`config.mk`:
```
export PLATFORM = sky130hd
export DESIGN_NAME = dit_bank
export DESIGN_NICKNAME = d
export VERILOG_FILES = /design/src/core/dit_bank.v
export VERILOG_INCLUDE_DIRS = /design/src /design/src/core
export SDC_FILE = /design/constraint.sdc
export NUM_CORES = 1
export LEC_CHECK = 0
export BUFFER_PORTS_ARGS = -buffer_cell sky130_fd_sc_hd__buf_2
export CAP_MARGIN = 20
export CELL_PAD_IN_SITES_DETAIL_PLACEMENT = 0
export CELL_PAD_IN_SITES_GLOBAL_PLACEMENT = 1
export CORE_MARGIN = 1
export CORE_UTILIZATION = 47
export CTS_BUF_LIST = sky130_fd_sc_hd__clkbuf_8
export CTS_CLUSTER_SIZE = 20
export DETAILED_ROUTE_END_ITERATION = 16
export PLACE_DENSITY = 0.84
export SLEW_MARGIN = 15
export SYNTH_ARGS = -nofsm -noshare
export SYNTH_HDL_FRONTEND = slang
export SYNTH_SLANG_ARGS = --single-unit
```
`constraint.sdc`:
```
create_clock -name i_ref_clk -period 5.6 [get_ports i_ref_clk]
set_input_delay 1.12 -clock i_ref_clk [delete_from_list [all_inputs] [get_ports i_ref_clk]]
set_output_delay 1.12 -clock i_ref_clk [all_outputs]
set_load 0.005 [all_outputs]
```
`src/core/dit_defines.vh`:
```
// register offsets, character code limits and reset values of the identity bank
`ifndef DIT_DEFINES_VH
`define DIT_DEFINES_VH

// ----------------------------------------------------------------------
// register offsets
// ----------------------------------------------------------------------
`define DIT_OFS_PART_HIGH   7'h02
`define DIT_OFS_PART_LOW    7'h03
`define DIT_OFS_SERIAL_0    7'h04
`define DIT_OFS_SERIAL_1    7'h05
`define DIT_OFS_SERIAL_2    7'h06
`define DIT_OFS_SERIAL_3    7'h07
`define DIT_OFS_SERIAL_4    7'h08
`define DIT_OFS_SERIAL_5    7'h09
`define DIT_OFS_SERIAL_6    7'h0a
`define DIT_OFS_Q_X         7'h0b
`define DIT_OFS_Q_Y         7'h0c
`define DIT_OFS_Q_Z         7'h0d
`define DIT_OFS_F_X         7'h0e
`define DIT_OFS_F_Y         7'h0f
`define DIT_OFS_F_Z         7'h10

// ----------------------------------------------------------------------
// reset values and character code limits
// ----------------------------------------------------------------------
`define DIT_SERIAL_RESET    8'h00
`define DIT_TRIM_RESET      8'h00
`define DIT_RDATA_UNMAPPED  8'h00
`define DIT_CHAR_DIGIT_LAST 6'h09
`define DIT_CHAR_ALPHA_LAST 6'h23
`define DIT_SERIAL6_PAD     1'b0
`define DIT_RDATA_RESET     8'h00
`define DIT_RVALID_RESET    1'b0
`define DIT_LOADED_RESET    1'b0

`endif

```
`src/core/dit_bank.v`:
```
// read-only identity, serial number and sensor trim register bank
`timescale 1ns/1ps
`default_nettype none
`include "dit_defines.vh"

module dit_bank #(
  parameter [11:0] PART_CODE     = 12'ha5a, // value is arbitrary
  parameter [3:0]  REVISION_CODE = 4'h1     // value is arbitrary
) (
  // clock and reset
  input  wire       i_ref_clk,
  input  wire       i_srst,
  // register port
  input  wire [6:0] i_reg_addr,
  input  wire       i_reg_rd,
  input  wire       i_reg_wr,
  input  wire [7:0] i_reg_wdata,
  output reg  [7:0] o_reg_rdata,
  output reg        o_reg_rvalid,
  // factory storage load
  input  wire       i_trim_load,
  input  wire [2:0] i_fab_code,
  input  wire [5:0] i_second_char_field,
  input  wire [5:0] i_third_char_field,
  input  wire [5:0] i_fourth_char_field,
  input  wire [9:0] i_lot_number,
  input  wire [4:0] i_wafer_index,
  input  wire [8:0] i_die_x_coordinate,
  input  wire [8:0] i_die_y_coordinate,
  input  wire       i_serial_parity,
  input  wire [3:0] i_serial_crc,
  input  wire [7:0] i_x_q_deviation,
  input  wire [7:0] i_y_q_deviation,
  input  wire [7:0] i_z_q_deviation,
  input  wire [7:0] i_x_resonance_offset,
  input  wire [7:0] i_y_resonance_offset,
  input  wire [7:0] i_z_resonance_offset,
  // status
  output reg        o_trim_loaded
);

  // --------------------------------------------------------------------
  // storage
  // --------------------------------------------------------------------
  reg  [7:0] serial_r      [0:6];
  reg  [7:0] serial_nxt    [0:6];
  reg  [7:0] serial_pack   [0:6];
  reg  [7:0] trim_r        [0:5];
  reg  [7:0] trim_nxt      [0:5];
  reg        loaded_nxt;

  // factory field views
  reg  [2:0] fab_field;
  reg  [6:0] lot_field;
  reg  [4:0] wafer_field;
  reg  [6:0] x_high_field;
  reg  [6:0] y_high_field;
  reg  [2:0] y_low_field;
  reg        second_ok;
  reg        third_ok;
  reg        fourth_ok;
  reg        chars_ok;

  // read path
  wire [7:0] part_high_value;
  wire [7:0] part_low_value;
  reg        take_rd;
  reg        hit_part_high;
  reg        hit_part_low;
  reg        hit_serial;
  reg        hit_trim;
  reg  [2:0] serial_sel;
  reg  [2:0] trim_sel;
  reg  [7:0] rdata_nxt;
  reg  [7:0] out_rdata_nxt;
  reg        rvalid_nxt;

  // --------------------------------------------------------------------
  // helper functions
  // --------------------------------------------------------------------
  // unused character codes are stored as given; software screens them
  function dit_char_ok;
    input [5:0] code;
    begin
      if (code <= `DIT_CHAR_DIGIT_LAST) begin
        dit_char_ok = 1'b1;
      end else if (code <= `DIT_CHAR_ALPHA_LAST) begin
        dit_char_ok = 1'b1;
      end else begin
        dit_char_ok = 1'b0;
      end
    end
  endfunction

  function dit_in_span;
    input [6:0] addr;
    input [6:0] first;
    input [6:0] last;
    begin
      dit_in_span = (addr >= first) && (addr <= last);
    end
  endfunction

  // only the low bits matter inside a span of at most eight bytes
  function [2:0] dit_span_index;
    input [6:0] addr;
    input [6:0] first;
    reg   [6:0] diff;
    begin
      diff           = addr - first;
      dit_span_index = diff[2:0];
    end
  endfunction

  // --------------------------------------------------------------------
  // fixed identity
  // --------------------------------------------------------------------
  assign part_high_value = PART_CODE[11:4];
  assign part_low_value  = {PART_CODE[3:0], REVISION_CODE};

  // --------------------------------------------------------------------
  // factory fields
  // --------------------------------------------------------------------
  // lot bits 9:7 have no room in the serial layout and are dropped
  always @* begin
    fab_field   = i_fab_code;
    lot_field   = i_lot_number[6:0];
    wafer_field = i_wafer_index;
  end

  // x keeps bits 8:2 only; y bit 2 shows in two bytes
  always @* begin
    x_high_field = i_die_x_coordinate[8:2];
    y_high_field = i_die_y_coordinate[8:2];
    y_low_field  = i_die_y_coordinate[2:0];
  end

  // an unused code still loads; the flag is the only warning
  always @* begin
    second_ok = dit_char_ok(i_second_char_field);
    third_ok  = dit_char_ok(i_third_char_field);
    fourth_ok = dit_char_ok(i_fourth_char_field);
    chars_ok  = second_ok & third_ok & fourth_ok;
  end

  // --------------------------------------------------------------------
  // serial packing
  // --------------------------------------------------------------------
  // the three-bit fab code fills bits 7:5 of byte 0; the zero pad bit sits in byte 6
  always @* begin
    serial_pack[0] = {fab_field, i_second_char_field[5:1]};
    serial_pack[1] = {i_second_char_field[0], i_third_char_field,
                      i_fourth_char_field[5]};
    serial_pack[2] = {i_fourth_char_field[4:0],
                      lot_field[6:4]};
    serial_pack[3] = {lot_field[3:0], wafer_field[4:1]};
    serial_pack[4] = {wafer_field[0], x_high_field};
    serial_pack[5] = {y_high_field, i_serial_parity};
    serial_pack[6] = {y_low_field, `DIT_SERIAL6_PAD,
                      i_serial_crc};
  end

  // --------------------------------------------------------------------
  // serial next contents; a load is the only way they change
  // --------------------------------------------------------------------
  always @* begin
    serial_nxt[0] = serial_r[0];
    serial_nxt[1] = serial_r[1];
    serial_nxt[2] = serial_r[2];
    serial_nxt[3] = serial_r[3];
    serial_nxt[4] = serial_r[4];
    serial_nxt[5] = serial_r[5];
    serial_nxt[6] = serial_r[6];
    if (i_trim_load) begin
      serial_nxt[0] = serial_pack[0];
      serial_nxt[1] = serial_pack[1];
      serial_nxt[2] = serial_pack[2];
      serial_nxt[3] = serial_pack[3];
      serial_nxt[4] = serial_pack[4];
      serial_nxt[5] = serial_pack[5];
      serial_nxt[6] = serial_pack[6];
    end
  end

  // --------------------------------------------------------------------
  // sensor trim next contents
  // --------------------------------------------------------------------
  // signed bytes pass untouched; scaling is left to software
  always @* begin
    trim_nxt[0] = trim_r[0];
    trim_nxt[1] = trim_r[1];
    trim_nxt[2] = trim_r[2];
    trim_nxt[3] = trim_r[3];
    trim_nxt[4] = trim_r[4];
    trim_nxt[5] = trim_r[5];
    if (i_trim_load) begin
      trim_nxt[0] = i_x_q_deviation;
      trim_nxt[1] = i_y_q_deviation;
      trim_nxt[2] = i_z_q_deviation;
      trim_nxt[3] = i_x_resonance_offset;
      trim_nxt[4] = i_y_resonance_offset;
      trim_nxt[5] = i_z_resonance_offset;
    end
  end

  // --------------------------------------------------------------------
  // load flag
  // --------------------------------------------------------------------
  always @* begin
    loaded_nxt = o_trim_loaded;
    if (i_trim_load) begin
      loaded_nxt = chars_ok;
    end
  end

  always @(posedge i_ref_clk) begin
    if (i_srst) begin
      o_trim_loaded <= `DIT_LOADED_RESET;
    end else begin
      o_trim_loaded <= loaded_nxt;
    end
  end

  // --------------------------------------------------------------------
  // storage registers
  // --------------------------------------------------------------------
  // zero until the first factory load
  always @(posedge i_ref_clk) begin
    if (i_srst) begin
      serial_r[0] <= `DIT_SERIAL_RESET;
      serial_r[1] <= `DIT_SERIAL_RESET;
      serial_r[2] <= `DIT_SERIAL_RESET;
      serial_r[3] <= `DIT_SERIAL_RESET;
      serial_r[4] <= `DIT_SERIAL_RESET;
      serial_r[5] <= `DIT_SERIAL_RESET;
      serial_r[6] <= `DIT_SERIAL_RESET;
    end else begin
      serial_r[0] <= serial_nxt[0];
      serial_r[1] <= serial_nxt[1];
      serial_r[2] <= serial_nxt[2];
      serial_r[3] <= serial_nxt[3];
      serial_r[4] <= serial_nxt[4];
      serial_r[5] <= serial_nxt[5];
      serial_r[6] <= serial_nxt[6];
    end
  end

  always @(posedge i_ref_clk) begin
    if (i_srst) begin
      trim_r[0] <= `DIT_TRIM_RESET;
      trim_r[1] <= `DIT_TRIM_RESET;
      trim_r[2] <= `DIT_TRIM_RESET;
      trim_r[3] <= `DIT_TRIM_RESET;
      trim_r[4] <= `DIT_TRIM_RESET;
      trim_r[5] <= `DIT_TRIM_RESET;
    end else begin
      trim_r[0] <= trim_nxt[0];
      trim_r[1] <= trim_nxt[1];
      trim_r[2] <= trim_nxt[2];
      trim_r[3] <= trim_nxt[3];
      trim_r[4] <= trim_nxt[4];
      trim_r[5] <= trim_nxt[5];
    end
  end

  // --------------------------------------------------------------------
  // read decode
  // --------------------------------------------------------------------
  // writes take no path into storage; strobe and data stay unread
  always @* begin
    take_rd       = i_reg_rd;
    hit_part_high = (i_reg_addr == `DIT_OFS_PART_HIGH);
    hit_part_low  = (i_reg_addr == `DIT_OFS_PART_LOW);
    hit_serial    = dit_in_span(i_reg_addr, `DIT_OFS_SERIAL_0,
                                `DIT_OFS_SERIAL_6);
    hit_trim      = dit_in_span(i_reg_addr, `DIT_OFS_Q_X, `DIT_OFS_F_Z);
    serial_sel    = dit_span_index(i_reg_addr, `DIT_OFS_SERIAL_0);
    trim_sel      = dit_span_index(i_reg_addr, `DIT_OFS_Q_X);
  end

  // unmapped and reserved offsets read zero
  always @* begin
    rdata_nxt = `DIT_RDATA_UNMAPPED;
    if (hit_part_high) begin
      rdata_nxt = part_high_value;
    end else if (hit_part_low) begin
      rdata_nxt = part_low_value;
    end else if (hit_serial) begin
      rdata_nxt = serial_r[serial_sel];
    end else if (hit_trim) begin
      rdata_nxt = trim_r[trim_sel];
    end
  end

  // --------------------------------------------------------------------
  // read answer
  // --------------------------------------------------------------------
  // data holds between reads so a slow host may sample it late
  always @* begin
    rvalid_nxt    = take_rd;
    out_rdata_nxt = o_reg_rdata;
    if (take_rd) begin
      out_rdata_nxt = rdata_nxt;
    end
  end

  always @(posedge i_ref_clk) begin
    if (i_srst) begin
      o_reg_rdata <= `DIT_RDATA_RESET;
    end else begin
      o_reg_rdata <= out_rdata_nxt;
    end
  end

  always @(posedge i_ref_clk) begin
    if (i_srst) begin
      o_reg_rvalid <= `DIT_RVALID_RESET;
    end else begin
      o_reg_rvalid <= rvalid_nxt;
    end
  end

endmodule
`default_nettype wire

```
* Yosys cells after proc, flatten, opt, wreduce, memory -nomap -nowiden
Memory sizes are Yosys's and may differ from the RTL's.
Index checks and enable logic that the tools add are counted.
W data, S select, Z words.
** Cells by class
- $add $sub $neg :: 2
- Order comparisons :: 10
- Equality and inequality tests :: 3
- Multiplexer cells :: 28
- Bitwise operators :: 15
- Reduce and logical (&&, ||, !) cells :: 3
** Operator list (count)
- $mux W8 :: 17
- $mux W56 :: 1
- $mux W48 :: 1
- $le A6 B4 Y1 const B :: 3
- $le A6 B6 Y1 const B :: 3
- $eq A7 B2 Y1 const B :: 2
- $or A1 B1 Y1 :: 13
- $mux W1 :: 9
- $ge A7 B3 Y1 const B :: 1
- $ge A7 B4 Y1 const B :: 1
- $le A7 B4 Y1 const B :: 1
- $le A7 B5 Y1 const B :: 1
- $sub A3 B2 Y3 const B :: 1
- $sub A3 B3 Y3 const B :: 1
- $and A1 B1 Y1 :: 2
- $logic_and A1 B1 Y1 :: 2
- $reduce_and A2 Y1 :: 1
- $ne A1 B1 Y1 const B :: 1
** Storage, ports and cells
- Register bits after elaboration :: 10
- Memory bits (writable) :: 104
- Input port bits :: 127
- Output and inout bits :: 10
- Logic and storage cells :: 66
- Memories :: 2
** Memory list
- serial_r :: depth 7, width 8, rd ports 1, clocked after memory_dff 0, write ports 7, line dit_bank.v:45 : reg [7:0] serial_r [0:6];
- trim_r :: depth 6, width 8, rd ports 1, clocked after memory_dff 0, write ports 6, line dit_bank.v:48 : reg [7:0] trim_r [0:5];

* Depth between registers and ports, before layout
- Word-level depth :: 6
- Gate-level depth with buffers :: 10
- Gate-level depth less buffers :: 7

* Worst setup path before layout
OpenSTA, ideal clock, no wires.
- Path type :: input port to flip-flop
- Start :: input i_reg_addr[0]
- End :: register o_reg_rdata[0]
- Setup time :: 0.144 ns
- Arrival :: 2.971 ns
- Required time :: 5.456 ns
- Setup slack :: 2.484 ns
- Cell stages on the path :: 9
- Buffers on the path :: 3
- Cell sequence :: buf_6 buf_4 inv_1 ha_1 buf_2 mux2_2 mux4_2 nand2_1 a311oi_1
** Between the ends
- Word-level cells in the longest chain between the ends :: 6
- Elaborated cells between the ends (all ways) :: 16
- Classes of those cells :: add/sub: 2; order compare: 4; eq/ne: 2; mux: 4; reduce/logical: 2; memory: 2
** Ends and longest elaborated chain
- start: declaration :: line dit_bank.v:14 : input wire [6:0] i_reg_addr,
- $sub A3 B2 Y3, or another cell as far along :: line dit_bank.v:110 : diff = addr - first;
- $mem_v2 Z6 W8 or $logic_and A1 B1 Y1 (tied branches)
- $mux W8 :: line dit_bank.v:290 : end else if (hit_trim) begin
- $mux W8 :: line dit_bank.v:288 : end else if (hit_serial) begin
- $mux W8 :: line dit_bank.v:286 : end else if (hit_part_low) begin
- $mux W8 (*) :: line dit_bank.v:284 : if (hit_part_high) begin
- end signal: assignment :: line dit_bank.v:309 : o_reg_rdata <= `DIT_RDATA_RESET;
- end signal: assignment :: line dit_bank.v:311 : o_reg_rdata <= out_rdata_nxt;
- end: declaration :: line dit_bank.v:18 : output reg [7:0] o_reg_rdata,
Every way passes the cells marked *; elsewhere a longest branch is shown, timed or not.
A chain may end at the register's enable or synchronous reset.

* Worst setup path in the final report
- Start :: input i_reg_addr[1]
- End :: register o_reg_rdata[0]
Same word-level chain as after synthesis.

==> flow_metrics.env <==
export IMPL_status="finished, final reports clean"
export IMPL_holdPathEnd="o_reg_rdata[4]$_SDFFE_PP0P_"
export IMPL_syn_cell_area_sq_um=5280
export IMPL_post_route_drc_count=0
export IMPL_rr_worst_depth=5
export IMPL_layout_drive_gt1_share_pct=34.2
export IMPL_core_sq_um=10900
export IMPL_drtPass1Iterations=4
export IMPL_placed_cell_area_sq_um=5980
export IMPL_finalMaxSlewViolations=0
export IMPL_setup_viol=0
export IMPL_synthFlopType="edfxtp_1"
export IMPL_ys_warnings_count=0
export IMPL_synth_area_per_cell_sq_um=14.0
export IMPL_synth_cells=376
export IMPL_nNetsFinal=627
export IMPL_antenna_left=0
export IMPL_clock_skew_ns=0.00851
export IMPL_post_synth_top_count_cell="edfxtp_1"
export IMPL_dr_total_vias=3297
export IMPL_hp_class="register to register"
export IMPL_clock_sinks=113
export IMPL_io_buffers=122
export IMPL_synth_edff_count=103
export IMPL_worstReg2RegStart="trim_r[1][4]$_SDFFCE_PN0P_"
export IMPL_crit_fanout=28
export IMPL_post_cts_buffers=0
export IMPL_start_util_pct=48.5
export IMPL_grt_pass1_vias=3328
export IMPL_wirelength_um=10300
export IMPL_cts_buffers=17
export IMPL_grt_ovfl_total=0
export IMPL_dp_hpwl_um=7050
export IMPL_crit_path_start_kind="primary input"
export IMPL_slew_headroom_pct=37.2
export IMPL_critPathMaxStageDelay_ns=0.59
export IMPL_setup_tns_final_ns=0
export IMPL_critical_path_slowest_cell="ha_1"
export IMPL_antenna_found_initial=0
export IMPL_async_flop_share_pct=0
export IMPL_vias_per_cell=5.06
export IMPL_fin_area_sq_um=6330
export IMPL_globalplace_congestion=0.766
export IMPL_synth_top_area_share_pct=58.6
export IMPL_path_buf_inv=1
export IMPL_crit_chain="buf_2, ha_1, mux2_2, mux4_2, nand2_1, a311oi_1"
export IMPL_synth_area_leaders="edfxtp_1, and2_1, mux4_2, dfxtp_1, mux2i_1"
export IMPL_hold_depth=2
export IMPL_clk_latency_ns=0.42
export IMPL_power_mw=1.87
export IMPL_io_pin_count=137
export IMPL_grt_pass1_wl_um=16100
export IMPL_die_h_um=108
export IMPL_path_clk_slew_ns=0.06
export IMPL_cts_tree="built"
export IMPL_cts_resized_gates=0
export IMPL_n_antenna_cell=0
export IMPL_r2r_slack_ns=4.05
export IMPL_synth_distinct_cells=44
export IMPL_postCtsHoldBufs=0
export IMPL_htreeDepth=4
export IMPL_clockBufferDepth=2
export IMPL_r2r_end="o_reg_rdata[4]$_SDFFE_PP0P_"
export IMPL_die_width_um=108
export IMPL_cp_top_family="multiplexers"
export IMPL_final_hold_viol_count=0
export IMPL_grt_max_degree=97
export IMPL_crit_type="primary input to register"
export IMPL_irDropWorstVdd_uv=176
export IMPL_syn_nets=505
export IMPL_tightestPinTransition_ns=0.943
export IMPL_p_leak_nw=2.63
export IMPL_yosysSeqAreaShare_pct=62.4
export IMPL_clock_root_buffer="clkbuf_8"
export IMPL_grt_use_total_pct=19.0
export IMPL_rsz0062_at_grt="no"
export IMPL_drt_iter0_drc=154
export IMPL_endpoint_kind="register"
export IMPL_critPathArrivalTime_ns=3.30
export IMPL_yosys_top_cells_count="edfxtp_1, and2_1, nand2_1"
export IMPL_area_growth_pct=19.8
export IMPL_p_per_area_nw_per_um2=295
export IMPL_synth_seq_cells=113
export IMPL_post_route_min_period_ns=3.04
export IMPL_die_area_sq_um=11700
export IMPL_cp_data_required_time_ns=5.86
export IMPL_min_from="o_reg_rdata[4]$_SDFFE_PP0P_"
export IMPL_fmax_mhz=329
export IMPL_routedWlPerCell_um=15.9
export IMPL_synth_top_area_cell="edfxtp_1"
export IMPL_timing_max_cap_violations=0
export IMPL_num_rows=38
export IMPL_post_route_period_util_pct=54.3
tightest hold or removal path: stages (launching register included):
cell	delay [ns]
dfxtp_1	0.31
inv_1	0.05
o32ai_1	0.07
cell type report:
cell class / instances / area, sq um
Clock buffer: 17 / 234
Clock inverter: 15 / 113
Fill cell: 909 / 4560
Inverter: 4 / 15.0
Multi-Input combinational cell: 237 / 1860
Sequential cell: 113 / 3290
Tap cell: 140 / 175
Timing Repair Buffer: 125 / 633
state kept, by name, indices dropped and copies added, names as in the netlist:
register and flops:
serial_r 55, trim_r 48, o_reg_rvalid 1, o_trim_loaded 1
o_reg_rdata 8
how the worst max path moves through the flow:
stage                        startpoint                          end  cells past startpoint
after floorplan           i_reg_addr[0]  o_reg_rdata[0]$_SDFFE_PP0P_                      9
after global placement    i_reg_addr[1]  o_reg_rdata[0]$_SDFFE_PP0P_                      6
after detailed placement  i_reg_addr[1]  o_reg_rdata[0]$_SDFFE_PP0P_                      6
after CTS                 i_reg_addr[1]  o_reg_rdata[0]$_SDFFE_PP0P_                      6
after global routing      i_reg_addr[0]  o_reg_rdata[7]$_SDFFE_PP0P_                      7
final                     i_reg_addr[1]  o_reg_rdata[0]$_SDFFE_PP0P_                      6
placed cells by master (no fill, tap or decap), drive strengths merged, types with 4 or more instances in the layout:
cell    Yosys  final
a31oi       4      4
and2       98     98
buf         9    125
clkbuf     13     17
clkinv      0      7
dfxtp      10     10
edfxtp    103    103
inv         4     10
mux2       11     11
mux2i      19     19
mux4       13     13
nand2      23     23
nand2b      5      5
nor2        6      6
nor2b      13     13
o21ai      10     10
o31ai       4      4
where the power goes:
part / internal, mW / switching, mW
clock network: 0.376 / 0.293
registers: 0.991 / 0.0160
logic: 0.0966 / 0.0952
total: 1.46 / 0.405
cells by family after synthesis:
logic type / after synthesis / share of synthesized area [%]
AOI/OAI and AO/OA: 39 / 5.76
xor gates and xnor gates: 2 / 0.332
adders and majority gates: 2 / 0.474
buffers and inverters: 26 / 2.51
DFF: 113 / 62.4
muxes: 43 / 11.8
and+or+nand+nor: 151 / 16.8
metrics by stage:
stage	std cells	hold slack, ns	utilization (%)	worst slack (ns)
finish	651	0.480	58.1	2.56
global route	651	0.491	58.1	2.36
CTS	651	0.483	58.1	2.53
detailed placement	619	0.473	54.9	2.10
global placement	619	0.462	54.9	2.13
floorplan	376	0.462	-	2.48
metal layers:
metal | vias up | part of all wire [%] | global-route usage (%)
met5 | - | 0 | 0
met4 | 0 | 2.0 | 8.71
met3 | 14 | 4.4 | 4.40
met2 | 93 | 51 | 32.6
met1 | 1568 | 42 | 22.6
li1 | 1622 | - | -
Power figures use the tool's default switching activity.
